<file path="config.mk">
export PLATFORM = sky130hd
export DESIGN_NAME = dcd_top
export DESIGN_NICKNAME = d
export VERILOG_FILES = /design/src/shared/dcd_pkg.sv /design/src/rtl/dcd_top.sv
export SDC_FILE = /design/constraint.sdc
export NUM_CORES = 1
export LEC_CHECK = 0
export BUFFER_PORTS_ARGS = -buffer_cell sky130_fd_sc_hd__buf_2
export CAP_MARGIN = 40
export CELL_PAD_IN_SITES_DETAIL_PLACEMENT = 1
export CELL_PAD_IN_SITES_GLOBAL_PLACEMENT = 2
export CORE_ASPECT_RATIO = 1.2
export CORE_MARGIN = 2
export CORE_UTILIZATION = 41
export DETAILED_ROUTE_END_ITERATION = 16
export GPL_ROUTABILITY_DRIVEN = 0
export MAX_ROUTING_LAYER = met4
export PLACE_DENSITY = 0.78
export SLEW_MARGIN = 20
export SYNTH_ARGS = -nofsm -noshare
export SYNTH_HDL_FRONTEND = slang
export SYNTH_SLANG_ARGS = --single-unit
</file>
<file path="constraint.sdc">
create_clock -name clock -period 3.8 [get_ports clock]
set_input_delay 0.19 -clock clock [delete_from_list [all_inputs] [get_ports clock]]
set_output_delay 0.19 -clock clock [all_outputs]
set_load 0.02 [all_outputs]
</file>
<file path="src/shared/dcd_pkg.sv">
// constants, offsets and types for the converter channel digital front end
package dcd_pkg;

  // bus and sample geometry
  localparam int unsigned DATA_W     = 32;
  localparam int unsigned ADDR_W     = 8;
  localparam int unsigned SAMPLE_W   = 12;
  localparam int unsigned CTRL_W     = 14;
  localparam int unsigned FIFO_DEPTH = 8;
  localparam int unsigned TRG_W      = 6;

  // register byte offsets
  localparam logic [7:0] OFS_CTRL   = 8'h00;
  localparam logic [7:0] OFS_SWTRIG = 8'h04;
  localparam logic [7:0] OFS_H12R   = 8'h08;
  localparam logic [7:0] OFS_H12L   = 8'h0C;
  localparam logic [7:0] OFS_H8R    = 8'h10;
  localparam logic [7:0] OFS_H12R2  = 8'h14;
  localparam logic [7:0] OFS_H8RP   = 8'h28;
  localparam logic [7:0] OFS_OUT    = 8'h2C;
  localparam logic [7:0] OFS_STS    = 8'h34;

  // control field positions
  localparam int unsigned CTRL_PWR_BIT    = 0;
  localparam int unsigned CTRL_BUFOFF_BIT = 1;
  localparam int unsigned CTRL_TRGEN_BIT  = 2;
  localparam int unsigned CTRL_SEL_LSB    = 3;
  localparam int unsigned CTRL_SEL_MSB    = 5;
  localparam int unsigned CTRL_DMAEN_BIT  = 12;
  localparam int unsigned CTRL_UDRIE_BIT  = 13;
  localparam logic [13:0] CTRL_WR_MASK    = 14'h303F;
  localparam int unsigned SW_BIT          = 0;
  localparam int unsigned STS_UDR_BIT     = 13;

  // values after reset
  localparam logic [13:0] CTRL_RST   = 14'h0000;
  localparam logic [11:0] SAMPLE_RST = 12'h000;

  // load latency in clock cycles after each trigger kind
  localparam int unsigned TRIG_PIN_CYCLES = 3;
  localparam int unsigned TRIG_SW_CYCLES  = 1;

  // trigger source codes
  typedef enum logic [2:0] {
    SEL_TMR6  = 3'h0,
    SEL_TMR3  = 3'h1,
    SEL_TMR7  = 3'h2,
    SEL_TMR15 = 3'h3,
    SEL_TMR2  = 3'h4,
    SEL_RSVD  = 3'h5,
    SEL_EXT   = 3'h6,
    SEL_SW    = 3'h7
  } dcd_trig_sel_t;

  // bus access states, one-hot
  typedef enum logic [1:0] {
    ST_IDLE   = 2'h1,
    ST_ANSWER = 2'h2
  } dcd_acc_st_t;

endpackage : dcd_pkg

</file>
<file path="src/rtl/dcd_top.sv">
// converter channel digital front end: apb registers, sample fifo, trigger and dma logic
// Contract
// - power enable drives only the analog part; registers keep working regardless
// - control bit 1 set turns the output buffer off, clear turns it on
// - control bit 2 enables trigger loading; clear loads held data at once
// - control bits 5:3 select timer, external line or software trigger
// - untriggered: a written sample reaches the output one cycle after the write
// - triggered: load three cycles after pin trigger, one after software trigger
// - output register is never written by the bus, only by a load
// - control bit 12 enables dma requests on triggered loads (bit 2 set), clear blocks them
// - control bit 13 enables the underrun interrupt
// - software sets manual trigger bit; hardware clears it once loaded
// - offset 0x08 bits 11:0 take a right aligned 12-bit sample
// - offset 0x0C bits 15:4 take a left aligned sample; 3:0 reserved
// - offsets 0x10 and 0x28 bits 7:0 take an 8-bit sample
// - offset 0x14 is decoded as second channel 12-bit holding register
// - offset 0x2C reads current output value in bits 11:0, writes ignored
// - status bit 13 underrun set by hardware, cleared by writing one
`timescale 1ns/1ps

// two flip-flop synchroniser for pin inputs
module dcd_sync #(
  parameter int unsigned WIDTH = 1
) (
  input  wire logic             clock,
  input  wire logic             resetn,
  input  wire logic             clk_en,
  input  wire logic [WIDTH-1:0] din,
  output logic      [WIDTH-1:0] dout
);
  logic [WIDTH-1:0] meta_r;

  // first stage feeds only the second
  always_ff @(posedge clock or negedge resetn) begin
    if (!resetn) begin
      meta_r <= '0;
      dout   <= '0;
    end else if (clk_en) begin
      meta_r <= din;
      dout   <= meta_r;
    end
  end
endmodule : dcd_sync

// sample fifo with valid and ready on both sides
module dcd_fifo #(
  parameter int unsigned WIDTH = 12,
  parameter int unsigned DEPTH = 8
) (
  input  wire logic             clock,
  input  wire logic             resetn,
  input  wire logic             clk_en,
  input  wire logic             in_valid,
  output logic                  in_ready,
  input  wire logic [WIDTH-1:0] in_data,
  output logic                  out_valid,
  input  wire logic             out_ready,
  output logic      [WIDTH-1:0] out_data
);
  localparam int unsigned PW = $clog2(DEPTH);
  localparam logic [PW:0] FULL_CNT = (PW+1)'(DEPTH);
  localparam logic [PW-1:0] LAST_IDX = PW'(DEPTH - 1);

  logic [WIDTH-1:0] mem_r [DEPTH];
  logic [PW-1:0]    wr_ptr_r, wr_ptr_nxt, rd_ptr_r, rd_ptr_nxt;
  logic [PW:0]      count_r, count_nxt;
  logic             push, pop;

  assign in_ready  = (count_r != FULL_CNT);
  assign out_valid = (count_r != '0);
  assign out_data  = mem_r[rd_ptr_r];
  assign push      = in_valid & in_ready;
  assign pop       = out_valid & out_ready;

  // pointer and count next values, pointers wrap at depth
  always_comb begin
    wr_ptr_nxt = wr_ptr_r;
    rd_ptr_nxt = rd_ptr_r;
    count_nxt  = count_r;
    if (push) begin
      wr_ptr_nxt = (wr_ptr_r == LAST_IDX) ? '0 : wr_ptr_r + 1'b1;
    end
    if (pop) begin
      rd_ptr_nxt = (rd_ptr_r == LAST_IDX) ? '0 : rd_ptr_r + 1'b1;
    end
    if (push && !pop) begin
      count_nxt = count_r + 1'b1;
    end else if (pop && !push) begin
      count_nxt = count_r - 1'b1;
    end
  end

  // pointer registers
  always_ff @(posedge clock or negedge resetn) begin
    if (!resetn) begin
      wr_ptr_r <= '0;
      rd_ptr_r <= '0;
      count_r  <= '0;
    end else if (clk_en) begin
      wr_ptr_r <= wr_ptr_nxt;
      rd_ptr_r <= rd_ptr_nxt;
      count_r  <= count_nxt;
    end
  end

  // storage, written only on push
  always_ff @(posedge clock) begin
    if (clk_en && push) begin
      mem_r[wr_ptr_r] <= in_data;
    end
  end
endmodule : dcd_fifo

// top: apb slave, holding registers, trigger select, output register
module dcd_top import dcd_pkg::*; (
  input  wire logic              clock,
  input  wire logic              resetn,
  input  wire logic              clk_en,
  input  wire logic              psel,
  input  wire logic              penable,
  input  wire logic              pwrite,
  input  wire logic [ADDR_W-1:0] paddr,
  input  wire logic [DATA_W-1:0] pwdata,
  output logic      [DATA_W-1:0] prdata,
  output logic                   pready,
  output logic                   pslverr,
  input  wire logic [4:0]        timer_trigger_out,
  input  wire logic              ext_line_trigger,
  input  wire logic              dma_ack,
  output logic                   dma_req,
  output logic                   irq,
  output logic                   channel_power_enable,
  output logic                   out_buffer_off,
  output logic      [SAMPLE_W-1:0] dac_value
);
  logic [CTRL_W-1:0]   ctrl_r, ctrl_nxt;
  logic                sw_r, sw_nxt;
  logic [SAMPLE_W-1:0] hold_r, hold_nxt, hold2_r, hold2_nxt, out_r, out_nxt;
  logic                flag_r, flag_nxt, dma_req_r, dma_req_nxt, irq_r, irq_nxt;
  dcd_acc_st_t         st_r, st_nxt;
  logic [DATA_W-1:0]   prdata_r, prdata_nxt, rd_mux;
  logic                pslverr_r, pslverr_nxt;
  logic [TRG_W-1:0]    trg_sync, trg_prev_r, trg_rise;
  logic                a_ctrl, a_sw, a_h12r, a_h12l, a_h8r, a_h12r2, a_h8rp, a_out, a_sts;
  logic                mapped, hold_wr, accept, stall, wr_fire;
  logic [SAMPLE_W-1:0] sample_in, fifo_data;
  logic                fifo_in_ready, fifo_valid, trig_en, trig_hit, load_fire, dma_ev;
  dcd_trig_sel_t       sel;

  // outputs straight from flip-flops, pready decoded from the access state
  assign prdata               = prdata_r;
  assign pready               = (st_r == ST_ANSWER);
  assign pslverr              = pslverr_r;
  assign dac_value            = out_r;
  assign dma_req              = dma_req_r;
  assign irq                  = irq_r;
  assign channel_power_enable = ctrl_r[CTRL_PWR_BIT];
  assign out_buffer_off       = ctrl_r[CTRL_BUFOFF_BIT];

  // address decode, word aligned only
  assign a_ctrl  = (paddr == OFS_CTRL);
  assign a_sw    = (paddr == OFS_SWTRIG);
  assign a_h12r  = (paddr == OFS_H12R);
  assign a_h12l  = (paddr == OFS_H12L);
  assign a_h8r   = (paddr == OFS_H8R);
  assign a_h12r2 = (paddr == OFS_H12R2);
  assign a_h8rp  = (paddr == OFS_H8RP);
  assign a_out   = (paddr == OFS_OUT);
  assign a_sts   = (paddr == OFS_STS);
  assign mapped  = a_ctrl | a_sw | a_h12r | a_h12l | a_h8r | a_h12r2 | a_h8rp | a_out | a_sts;
  assign hold_wr = pwrite & (a_h12r | a_h12l | a_h8r | a_h8rp);
  // a full fifo holds pready low on sample writes
  assign stall   = hold_wr & ~fifo_in_ready;
  assign accept  = (st_r == ST_IDLE) & psel & penable & ~stall;
  assign wr_fire = (st_r == ST_ANSWER) & psel & penable & pwrite;

  // sample alignment into the common 12-bit form
  always_comb begin
    sample_in = pwdata[SAMPLE_W-1:0];
    if (a_h12l) begin
      sample_in = pwdata[15:4];
    end else if (a_h8r || a_h8rp) begin
      sample_in = {pwdata[7:0], 4'h0};
    end else begin
      sample_in = pwdata[SAMPLE_W-1:0];
    end
  end

  // read data mux, reserved bits zero
  always_comb begin
    rd_mux = '0;
    case (1'b1)
      a_ctrl:          rd_mux = {18'h0, ctrl_r};
      a_sw:            rd_mux = {31'h0, sw_r};
      a_h12r:          rd_mux = {20'h0, hold_r};
      a_h12l:          rd_mux = {16'h0, hold_r, 4'h0};
      a_h8r, a_h8rp:   rd_mux = {24'h0, hold_r[11:4]};
      a_h12r2:         rd_mux = {20'h0, hold2_r};
      a_out:           rd_mux = {20'h0, out_r};
      a_sts:           rd_mux = {18'h0, flag_r, 13'h0};
      default:         rd_mux = '0;
    endcase
  end

  // bus access state: one wait cycle, then pready for one cycle
  always_comb begin
    st_nxt      = st_r;
    prdata_nxt  = '0;
    pslverr_nxt = 1'b0;
    case (st_r)
      ST_IDLE: begin
        if (accept) begin
          st_nxt      = ST_ANSWER;
          prdata_nxt  = pwrite ? '0 : rd_mux;
          pslverr_nxt = ~mapped;
        end
      end
      ST_ANSWER: st_nxt = ST_IDLE;
      default:   st_nxt = ST_IDLE;
    endcase
  end

  always_ff @(posedge clock or negedge resetn) begin
    if (!resetn) begin
      st_r      <= ST_IDLE;
      prdata_r  <= '0;
      pslverr_r <= 1'b0;
    end else if (clk_en) begin
      st_r      <= st_nxt;
      prdata_r  <= prdata_nxt;
      pslverr_r <= pslverr_nxt;
    end
  end

  // pin triggers: timers in bits 4:0, external line in bit 5
  dcd_sync #(.WIDTH(TRG_W)) u_sync (
    .clock  (clock),
    .resetn (resetn),
    .clk_en (clk_en),
    .din    ({ext_line_trigger, timer_trigger_out}),
    .dout   (trg_sync)
  );
  assign trg_rise = trg_sync & ~trg_prev_r;

  dcd_fifo #(.WIDTH(SAMPLE_W), .DEPTH(FIFO_DEPTH)) u_fifo (
    .clock     (clock),
    .resetn    (resetn),
    .clk_en    (clk_en),
    .in_valid  (wr_fire & hold_wr),
    .in_ready  (fifo_in_ready),
    .in_data   (sample_in),
    .out_valid (fifo_valid),
    .out_ready (load_fire),
    .out_data  (fifo_data)
  );

  // trigger selection and load decision
  assign trig_en = ctrl_r[CTRL_TRGEN_BIT];
  assign sel     = dcd_trig_sel_t'(ctrl_r[CTRL_SEL_MSB:CTRL_SEL_LSB]);
  always_comb begin
    trig_hit = 1'b0;
    case (sel)
      SEL_TMR6:  trig_hit = trg_rise[0];
      SEL_TMR3:  trig_hit = trg_rise[1];
      SEL_TMR7:  trig_hit = trg_rise[2];
      SEL_TMR15: trig_hit = trg_rise[3];
      SEL_TMR2:  trig_hit = trg_rise[4];
      SEL_EXT:   trig_hit = trg_rise[5];
      SEL_SW:    trig_hit = sw_r;
      default:   trig_hit = 1'b0;
    endcase
    load_fire = trig_en ? trig_hit : fifo_valid;
  end
  assign dma_ev = load_fire & trig_en & ctrl_r[CTRL_DMAEN_BIT];

  // control, samples, output, software trigger, dma and underrun next values
  always_comb begin
    ctrl_nxt    = ctrl_r;
    hold_nxt    = hold_r;
    hold2_nxt   = hold2_r;
    out_nxt     = out_r;
    sw_nxt      = sw_r;
    dma_req_nxt = dma_req_r;
    flag_nxt    = flag_r;
    if (wr_fire && a_ctrl) begin
      ctrl_nxt = pwdata[CTRL_W-1:0] & CTRL_WR_MASK;
    end
    if (wr_fire && hold_wr) begin
      hold_nxt = sample_in;
    end
    if (wr_fire && a_h12r2) begin
      hold2_nxt = pwdata[SAMPLE_W-1:0];
    end
    // output changes only on a load
    if (load_fire) begin
      out_nxt = fifo_valid ? fifo_data : hold_r;
    end
    // hardware clear after load, a write wins
    if (load_fire && trig_en && sel == SEL_SW) begin
      sw_nxt = 1'b0;
    end
    if (wr_fire && a_sw) begin
      sw_nxt = pwdata[SW_BIT];
    end
    if (dma_ack) begin
      dma_req_nxt = 1'b0;
    end
    // request per trigger, stale request dropped
    if (dma_ev) begin
      dma_req_nxt = ~(dma_req_r & ~dma_ack);
    end
    if (!ctrl_r[CTRL_DMAEN_BIT]) begin
      dma_req_nxt = 1'b0;
    end
    // write one clears, hardware set wins
    if (wr_fire && a_sts && pwdata[STS_UDR_BIT]) begin
      flag_nxt = 1'b0;
    end
    if (dma_ev && dma_req_r && !dma_ack) begin
      flag_nxt = 1'b1;
    end
    irq_nxt = flag_r & ctrl_r[CTRL_UDRIE_BIT];
  end

  always_ff @(posedge clock or negedge resetn) begin
    if (!resetn) begin
      ctrl_r     <= CTRL_RST;
      hold_r     <= SAMPLE_RST;
      hold2_r    <= SAMPLE_RST;
      out_r      <= SAMPLE_RST;
      sw_r       <= 1'b0;
      dma_req_r  <= 1'b0;
      flag_r     <= 1'b0;
      irq_r      <= 1'b0;
      trg_prev_r <= '0;
    end else if (clk_en) begin
      ctrl_r     <= ctrl_nxt;
      hold_r     <= hold_nxt;
      hold2_r    <= hold2_nxt;
      out_r      <= out_nxt;
      sw_r       <= sw_nxt;
      dma_req_r  <= dma_req_nxt;
      flag_r     <= flag_nxt;
      irq_r      <= irq_nxt;
      trg_prev_r <= trg_sync;
    end
  end
endmodule : dcd_top

</file>
==> summary.md, run 1 <==
| Metric | Value |
|---|---|
| Status | `completed` |
| Startpoint Class | `flip-flop` |
| Drt drc | `0` |
| Clk root buf | `clkbuf_16` |
| Clock slew at reported path FFs | `0.09 ns` |
| N_diodes | `0` |
| Hold Fails Final Rpt | `0` |
| Critical Path AT | `3.35 ns` |
| Total clock sinks | `191` |
| Worst Tran Pin Value | `0.843 ns` |
| Synth Area in XOR/XNOR | `0.401%` |
| Hold Path Class | `input port to flip-flop` |
| Area of the die | `0.0225 sq mm` |
| Fin nets | `775` |
| Share of cells above drive strength 1 | `32.3%` |
| Slew headroom | `43.6%` |
| Crit-path max FO | `10` |
| Power Density | `569 mW/mm^2` |
| Clock tree buffer depth | `2` |
| Crit path from | `ctrl_r[3]` |
| Crit share post-route | `79.1%` |
| Largest net degree at the start of global routing | `42` |
| Cells after synthesis | `628` |
| 1st-pass router iterations | `5` |
| Fin Setup TNS | `0 ns` |
| Leak Pwr | `4.13 nW` |
| Synth Area in Adders | `1.23%` |
| Clk Latency, worst-skew pair | `0.46 ns` |
| HPWL Detailed | `16,800 um` |
| WP data required | `4.14 ns` |
| Post-synth EDFFs | `96` |
| Hold WS | `0.0174 ns` |
| GR Overflow Total | `0` |
| Most common flop cell mapped by yosys | `edfxtp_1` |
| Mux share of post-synthesis cell area | `16.7%` |
| Clock Skew | `0.0182 ns` |
| Yosys warnings | `0` |
| Max_cap viols | `0` |
| Aggregate global-route resource usage | `22.8%` |
| Port Buffers | `70` |
| Flops & latches, synth | `191` |
| Total core area | `0.0210 sq mm` |
| H-tree depth | `4` |
| DR WL/cell | `23.7 um` |
| Seq/Total Area, Yosys | `60.2%` |
| Final setup violation count | `0` |
| Synthesized area per cell | `13.9 sq um` |
| Synth async-reset ratio | `49.7%` |
| Die X | `137 um` |
| Hold_sp | `pwdata[10]` |
| Simple-gate share of the synthesized area | `8.58%` |
| Compound-gate portion of the synthesized area | `9.11%` |
| Io pins | `103` |
| Synth unique cells | `70` |
| Vias in the first global route | `6,077` |
| Total setup buffers inserted after CTS | `0` |
| Initial antenna violation count | `0` |
| Max frequency | `0.333 GHz` |
| CTS tree | `done` |
| Max-slew violation count | `0` |
| Vias | `5,634` |
| Initial DRC count | `399` |
| Number of buffers created by CTS | `17` |
| Routed vias/inst | `5.65` |
| Reg2reg start | `ctrl_r[3]` |
| Synthesis-to-layout area growth | `16.0%` |
| Routed Antenna Nets | `0` |
| Global-route wire length before repair | `36,400 um` |
| Final Critical Period | `3.01 ns` |
| DRT Wirelength | `23,600 um` |
| RSZ-0062 raised after global routing | `no` |
| Peak VDD IR | `334 uV` |
| Mapped cell area | `0.00873 sq mm` |
| Die Ht | `164 um` |
| Starting density of the core | `41.6%` |
| Kind of critical path | `flip-flop to flip-flop` |
| Main combinational cell family by area after synthesis | `multiplexers` |
| FP Rows | `58` |
| Crit path capture type | `flip-flop` |
==> metal layers <==
layer	up-vias	share of wire [%]	track usage, %
li1	2511	-	-
met1	2981	42	27.8
met2	105	53	38.8
met3	37	2.9	3.70
met4	0	2.2	7.22
met5	-	0	-
==> cell families after synthesis <==
group	count (synthesis)
AOI/OAI and AO/OA	114
xor gates and xnor gates	4
adders and majority gates	8
buffers and inverters	59
DFF	191
muxes	107
other	1
and+or+nand+nor	144
==> synthesized netlist by cell type, types with 9 or more instances <==
cell type  instances  share of area [%]
edfxtp_1          96                 33
o21ai_0           30                1.7
clkbuf_1          16               0.69
nand3_1            9               0.52
dfrtp_1           94                 27
mux4_2            24                6.2
mux2_2            68                8.8
inv_1             10               0.43
a21oi_1           17               0.97
buf_4             19                1.6
nor2_1            38                1.6
nand2_1           47                2.0
mux2i_1           15                1.7
==> cells in the final DEF, fill, tap and decap left out, drive strengths merged, types with 6 or more instances in the layout <==
cell type / n
edfxtp: 96
dfrtp: 94
buf: 90
mux2: 68
nand2: 47
nor2: 38
o21ai: 30
mux4: 24
inv: 21
clkbuf: 20
a21oi: 18
conb: 16
mux2i: 15
nand3: 9
a31oi: 9
nor2b: 8
nor3: 8
nand2b: 8
a22o: 8
o22ai: 8
a22oi: 7
ha: 7
dlygate4sd3: 7
o2bb2ai: 6
==> report_power, final <==
group,internal [W],switching (W)
sequential,0.00231,0.000206
combinational,0.000638,0.000667
clock,0.000938,0.00100
total,0.00389,0.00187
==> path summary, 6_finish.rpt <==
check                                          to  slack (ns)  cells past startpoint
worst max-delay path            u_fifo.count_r[3]        0.79                     12
worst min-delay path                  hold2_r[10]        0.02                      2
worst max register to register  u_fifo.count_r[3]        0.79                     12
worst min register to register            pslverr        0.49                      1
max in group asynchronous            dac_value[7]        2.58                      4
min in group asynchronous       u_fifo.count_r[2]        0.21                      2
==> final cells by class <==
| cell class | instances | area [sq um] |
|---|---|---|
| Fill cell | 2163 | 10800 |
| Clock buffer | 17 | 425 |
| Multi-Input combinational cell | 393 | 3200 |
| Clock inverter | 15 | 224 |
| Inverter | 11 | 41.3 |
| Tap cell | 270 | 338 |
| Timing Repair Buffer | 100 | 639 |
| Sequential cell | 191 | 5260 |
==> sequential cells by signal, summed over array words and instances, names as in the netlist, 2 cells and up <==
| name | count |
|---|---|
| u_sync.meta_r | 6 |
| u_fifo.rd_ptr_r | 3 |
| u_fifo.mem_r | 96 |
| u_sync.dout | 6 |
| u_fifo.count_r | 4 |
| u_fifo.wr_ptr_r | 3 |
| hold_r | 12 |
| hold2_r | 12 |
| dac_value | 12 |
| st_r | 2 |
| ctrl_r | 8 |
| prdata | 16 |
| trg_prev_r | 6 |
==> repair_timing <==
item | 4_1_cts | 5_1_grt
hold buffers | 7 | 0
hold endpoints to repair | 35 | 0
resized for setup | 0 | 0
endpoints found under the setup margin | 0 | 0
==> worst max-delay path: stages, from the launching register on <==
cell	delay (ns)
dfrtp_1	0.50
nor4b_1	0.40
nor4bb_1	0.10
a221o_1	0.39
a21o_1	0.23
ha_1	0.23
inv_1	0.13
ha_1	0.24
a21o_1	0.17
a21oi_1	0.16
xnor2_1	0.13
nor2_1	0.06
xor2_1	0.14
==> per-stage QoR <==
stage          cells  util [%]  area, sq um  setup slack [ns]  total power, W
3_5_place_dp     955      44.8         9390             0.567         0.00388
6_report         997      48.3        10100             0.793         0.00576
5_1_grt          997      48.3        10100             0.568         0.00601
2_1_floorplan    643         -         8790             0.979         0.00342
4_1_cts          994      48.2        10100             0.765         0.00582
3_3_place_gp     951      44.4         9320             0.653         0.00375
(Power assumes the default switching activity.)
==> run 2: changes to the inputs <==
==> constraint.sdc (replaced) <==
create_clock -name clock -period 2.8 [get_ports clock]
set_input_delay 0.14 -clock clock [delete_from_list [all_inputs] [get_ports clock]]
set_output_delay 0.14 -clock clock [all_outputs]
set_load 0.02 [all_outputs]
==> run 2 against run 1 <==
Worst hold slack got worse by 0.0053 ns; combinational power rose by 45%; total power rose by 34%; utilization rose by 1.2 points; clock power rose by 28%; via count rose by 1.6%; register-to-register slack got worse by 0.64 ns; wire length rose by 1.0%; sequential power rose by 33%; clock-buffer cell count did not move; highest routed layer unchanged.
==> summary.md, run 2 (synthesized netlist as in run 1, its figures left out) <==
| Metric | Value |
|---|---|
| Largest net degree at the start of global routing | `51 (+21%)` |
| Power Density | `741 mW/mm^2 (+30%)` |
| Io pins | `103 (unchanged)` |
| Die Ht | `164 um (unchanged)` |
| Max frequency | `0.378 GHz (+14%)` |
| Cell total after placement | `985 (+3.1%)` |
| N_diodes | `0 (unchanged)` |
| Clock Skew | `0.0152 ns (-0.00295 ns)` |
| Filler cell count | `2,139 (-1.1%)` |
| Commonest non-fill, non-tap cell in the layout | `edfxtp_1` |
| Share of cells above drive strength 1 | `35.6% (+3.2 points)` |
| Fin nets | `813 (+4.9%)` |
| Area after DPL | `0.00959 sq mm (+2.1%)` |
| Sequential share of power | `43.3% (-0.4 points)` |
| GR Overflow Total | `0 (unchanged)` |
| Total core area | `0.0210 sq mm (unchanged)` |
| Final instance area | `0.0104 sq mm (+2.6%)` |
| Max reg flops | `96 (unchanged)` |
| FP Rows | `58 (unchanged)` |
| Multi-input combinational cell area | `0.00323 sq mm (+0.94%)` |
| Aggregate global-route resource usage | `23.1% (+0.29 points)` |
| Final setup violation count | `0 (unchanged)` |
| Clk Latency, worst-skew pair | `0.44 ns (-0.02 ns)` |
| Area of the die | `0.0225 sq mm (unchanged)` |
| Die X | `137 um (unchanged)` |
| Initial DRC count | `326 (-18%)` |
| HPWL Detailed | `17,000 um (+1.2%)` |
| Hold Path Class | `input port to flip-flop` |
| Psw | `0.00243 W (+30%)` |
| Kind of critical path | `flip-flop to flip-flop` |
| Biggest register | `u_fifo.mem_r` |
| 1st-pass router iterations | `4 (-1)` |
| Internal | `0.00527 W (+36%)` |
| FF/Latch Area | `0.00526 sq mm (about the same)` |
| Starting density of the core | `41.6% (unchanged)` |
| WP data required | `3.13 ns (-1.01 ns)` |
| Vias | `5,722 (+1.6%)` |
| Fin Setup TNS | `0 ns (unchanged)` |
| Setup WS post-layout | `0.156 ns (-0.637 ns)` |
| Synthesis-to-layout area growth | `19.0%` |
| Peak VDD IR | `444 uV (+33%)` |
| Total clock sinks | `191 (unchanged)` |
| Critical Path AT | `2.97 ns (-0.38 ns)` |
| Final Critical Period | `2.64 ns (-0.363 ns)` |
| Fin cells | `1,035 (+3.8%)` |
| Status | `completed` |
| Clock tree buffer depth | `2 (unchanged)` |
| Switching part of the total | `31.6% (-0.94 points)` |
| Vias in the first global route | `6,267 (+3.1%)` |
| Clk pwr share | `32.3% (-1.3 points)` |
| Number of buffers created by CTS | `17 (unchanged)` |
| Global-route wire length before repair | `36,700 um (+0.91%)` |
| Leak Pwr | `4.29 nW (+4.0%)` |
| Commonest non-fill, non-tap cells in the layout | `edfxtp_1 (96), dfrtp_1 (93), buf_2 (71), mux2_2 (68), buf_4 (51)` |
| Crit-path max FO | `7 (-3)` |
| Routed Antenna Nets | `0 (unchanged)` |
| Worst Tran Pin Value | `0.815 ns (-0.0270 ns)` |
| Routed vias/inst | `5.53 (-2.2%)` |
| Port Buffers | `70 (unchanged)` |
| Max_cap viols | `0 (unchanged)` |
| Slew headroom | `45.6% (+2.1 points)` |
| Comb pwr share | `24.4% (+1.8 points)` |
| H-tree depth | `4 (unchanged)` |
| Worst slack, placed | `0.0416 ns (-0.525 ns)` |
| Crit share post-route | `94.4% (+15 points)` |
| Initial antenna violation count | `0 (unchanged)` |
| Clock slew at reported path FFs | `0.08 ns (about the same)` |
| DR WL/cell | `23.1 um (-2.7%)` |
| Drt drc | `0 (unchanged)` |
| DRT Wirelength | `23,900 um (+1.0%)` |
| Hold Fails Final Rpt | `0 (unchanged)` |
| Clk root buf | `clkbuf_16` |
| Startpoint Class | `flip-flop` |
| Hold WS | `0.0122 ns (-0.00526 ns)` |
| CTS tree | `done` |
| RSZ-0062 raised after global routing | `no` |
| Max-slew violation count | `0 (unchanged)` |
| Crit path capture type | `flip-flop` |
==> run 2: final cells by class <==
type	count	share of cell area (%)
Sequential cell	191	50.6
Clock buffer	17	4.09
Inverter	11	0.397
Multi-Input combinational cell	393	31.1
Tap cell	270	3.25
Timing Repair Buffer	138	8.64
Clock inverter	15	1.87
==> run 2: critical path, cell delays in order (launching register included) <==
cell	delay, ns
dfrtp_2	0.48
nor4bb_2	0.28
nor4bb_1	0.09
a221o_1	0.29
a21o_1	0.21
ha_1	0.21
inv_1	0.08
ha_1	0.22
a21o_1	0.19
a21oi_2	0.15
xnor2_1	0.13
nor2_1	0.07
xor2_1	0.14
==> run 2: through the flow <==
| step | util [%] | total power [W] |
|---|---|---|
| floorplan | - | 0.00464 |
| global placement | 45.6 | 0.00515 |
| detailed placement | 45.7 | 0.00527 |
| CTS | 49.3 | 0.00778 |
| global route | 49.6 | 0.00805 |
| finish | 49.6 | 0.00771 |
==> run 2: what timing repair did <==
| item | 4_1_cts | 5_1_grt |
|---|---|---|
| resized for setup | 0 | 5 |
| hold buffers | 13 | 0 |
| setup buffers | 0 | 1 |
| endpoints found under the hold margin | 60 | 0 |
| endpoints found under the setup margin | 0 | 1 |
==> run 2: path summary, 6_finish.rpt <==
path	start	endpoint	slack, ns	cells after the start
max	ctrl_r[3]	u_fifo.count_r[3]	0.16	12
min	pwdata[8]	hold2_r[8]	0.01	2
max reg2reg	ctrl_r[3]	u_fifo.count_r[3]	0.16	12
min reg2reg	pslverr	pslverr	0.50	1
max in group asynchronous	resetn	st_r[0]	1.69	3
min in group asynchronous	resetn	u_fifo.count_r[2]	0.27	2
==> run 2: power groups by stage <==
| stage | Clock (W) | Sequential, W | Combinational, W |
|---|---|---|---|
| 2_1_floorplan | 0 | 0.00345 | 0.00119 |
| 6_report | 0.00249 | 0.00334 | 0.00188 |
| 5_1_grt | 0.00265 | 0.00336 | 0.00205 |
| 3_3_place_gp | 0 | 0.00343 | 0.00172 |
| 3_5_place_dp | 0 | 0.00339 | 0.00187 |
| 4_1_cts | 0.00255 | 0.00333 | 0.00190 |
==> run 2: per-layer routing <==
metal  GRT usage (%)  up-vias  wire length, um
met3            3.52       51              798
met4            10.3        0              904
met2            39.3      148            12300
met1            26.9     2930             9860
met5               -        -                0
li1                -     2593                -
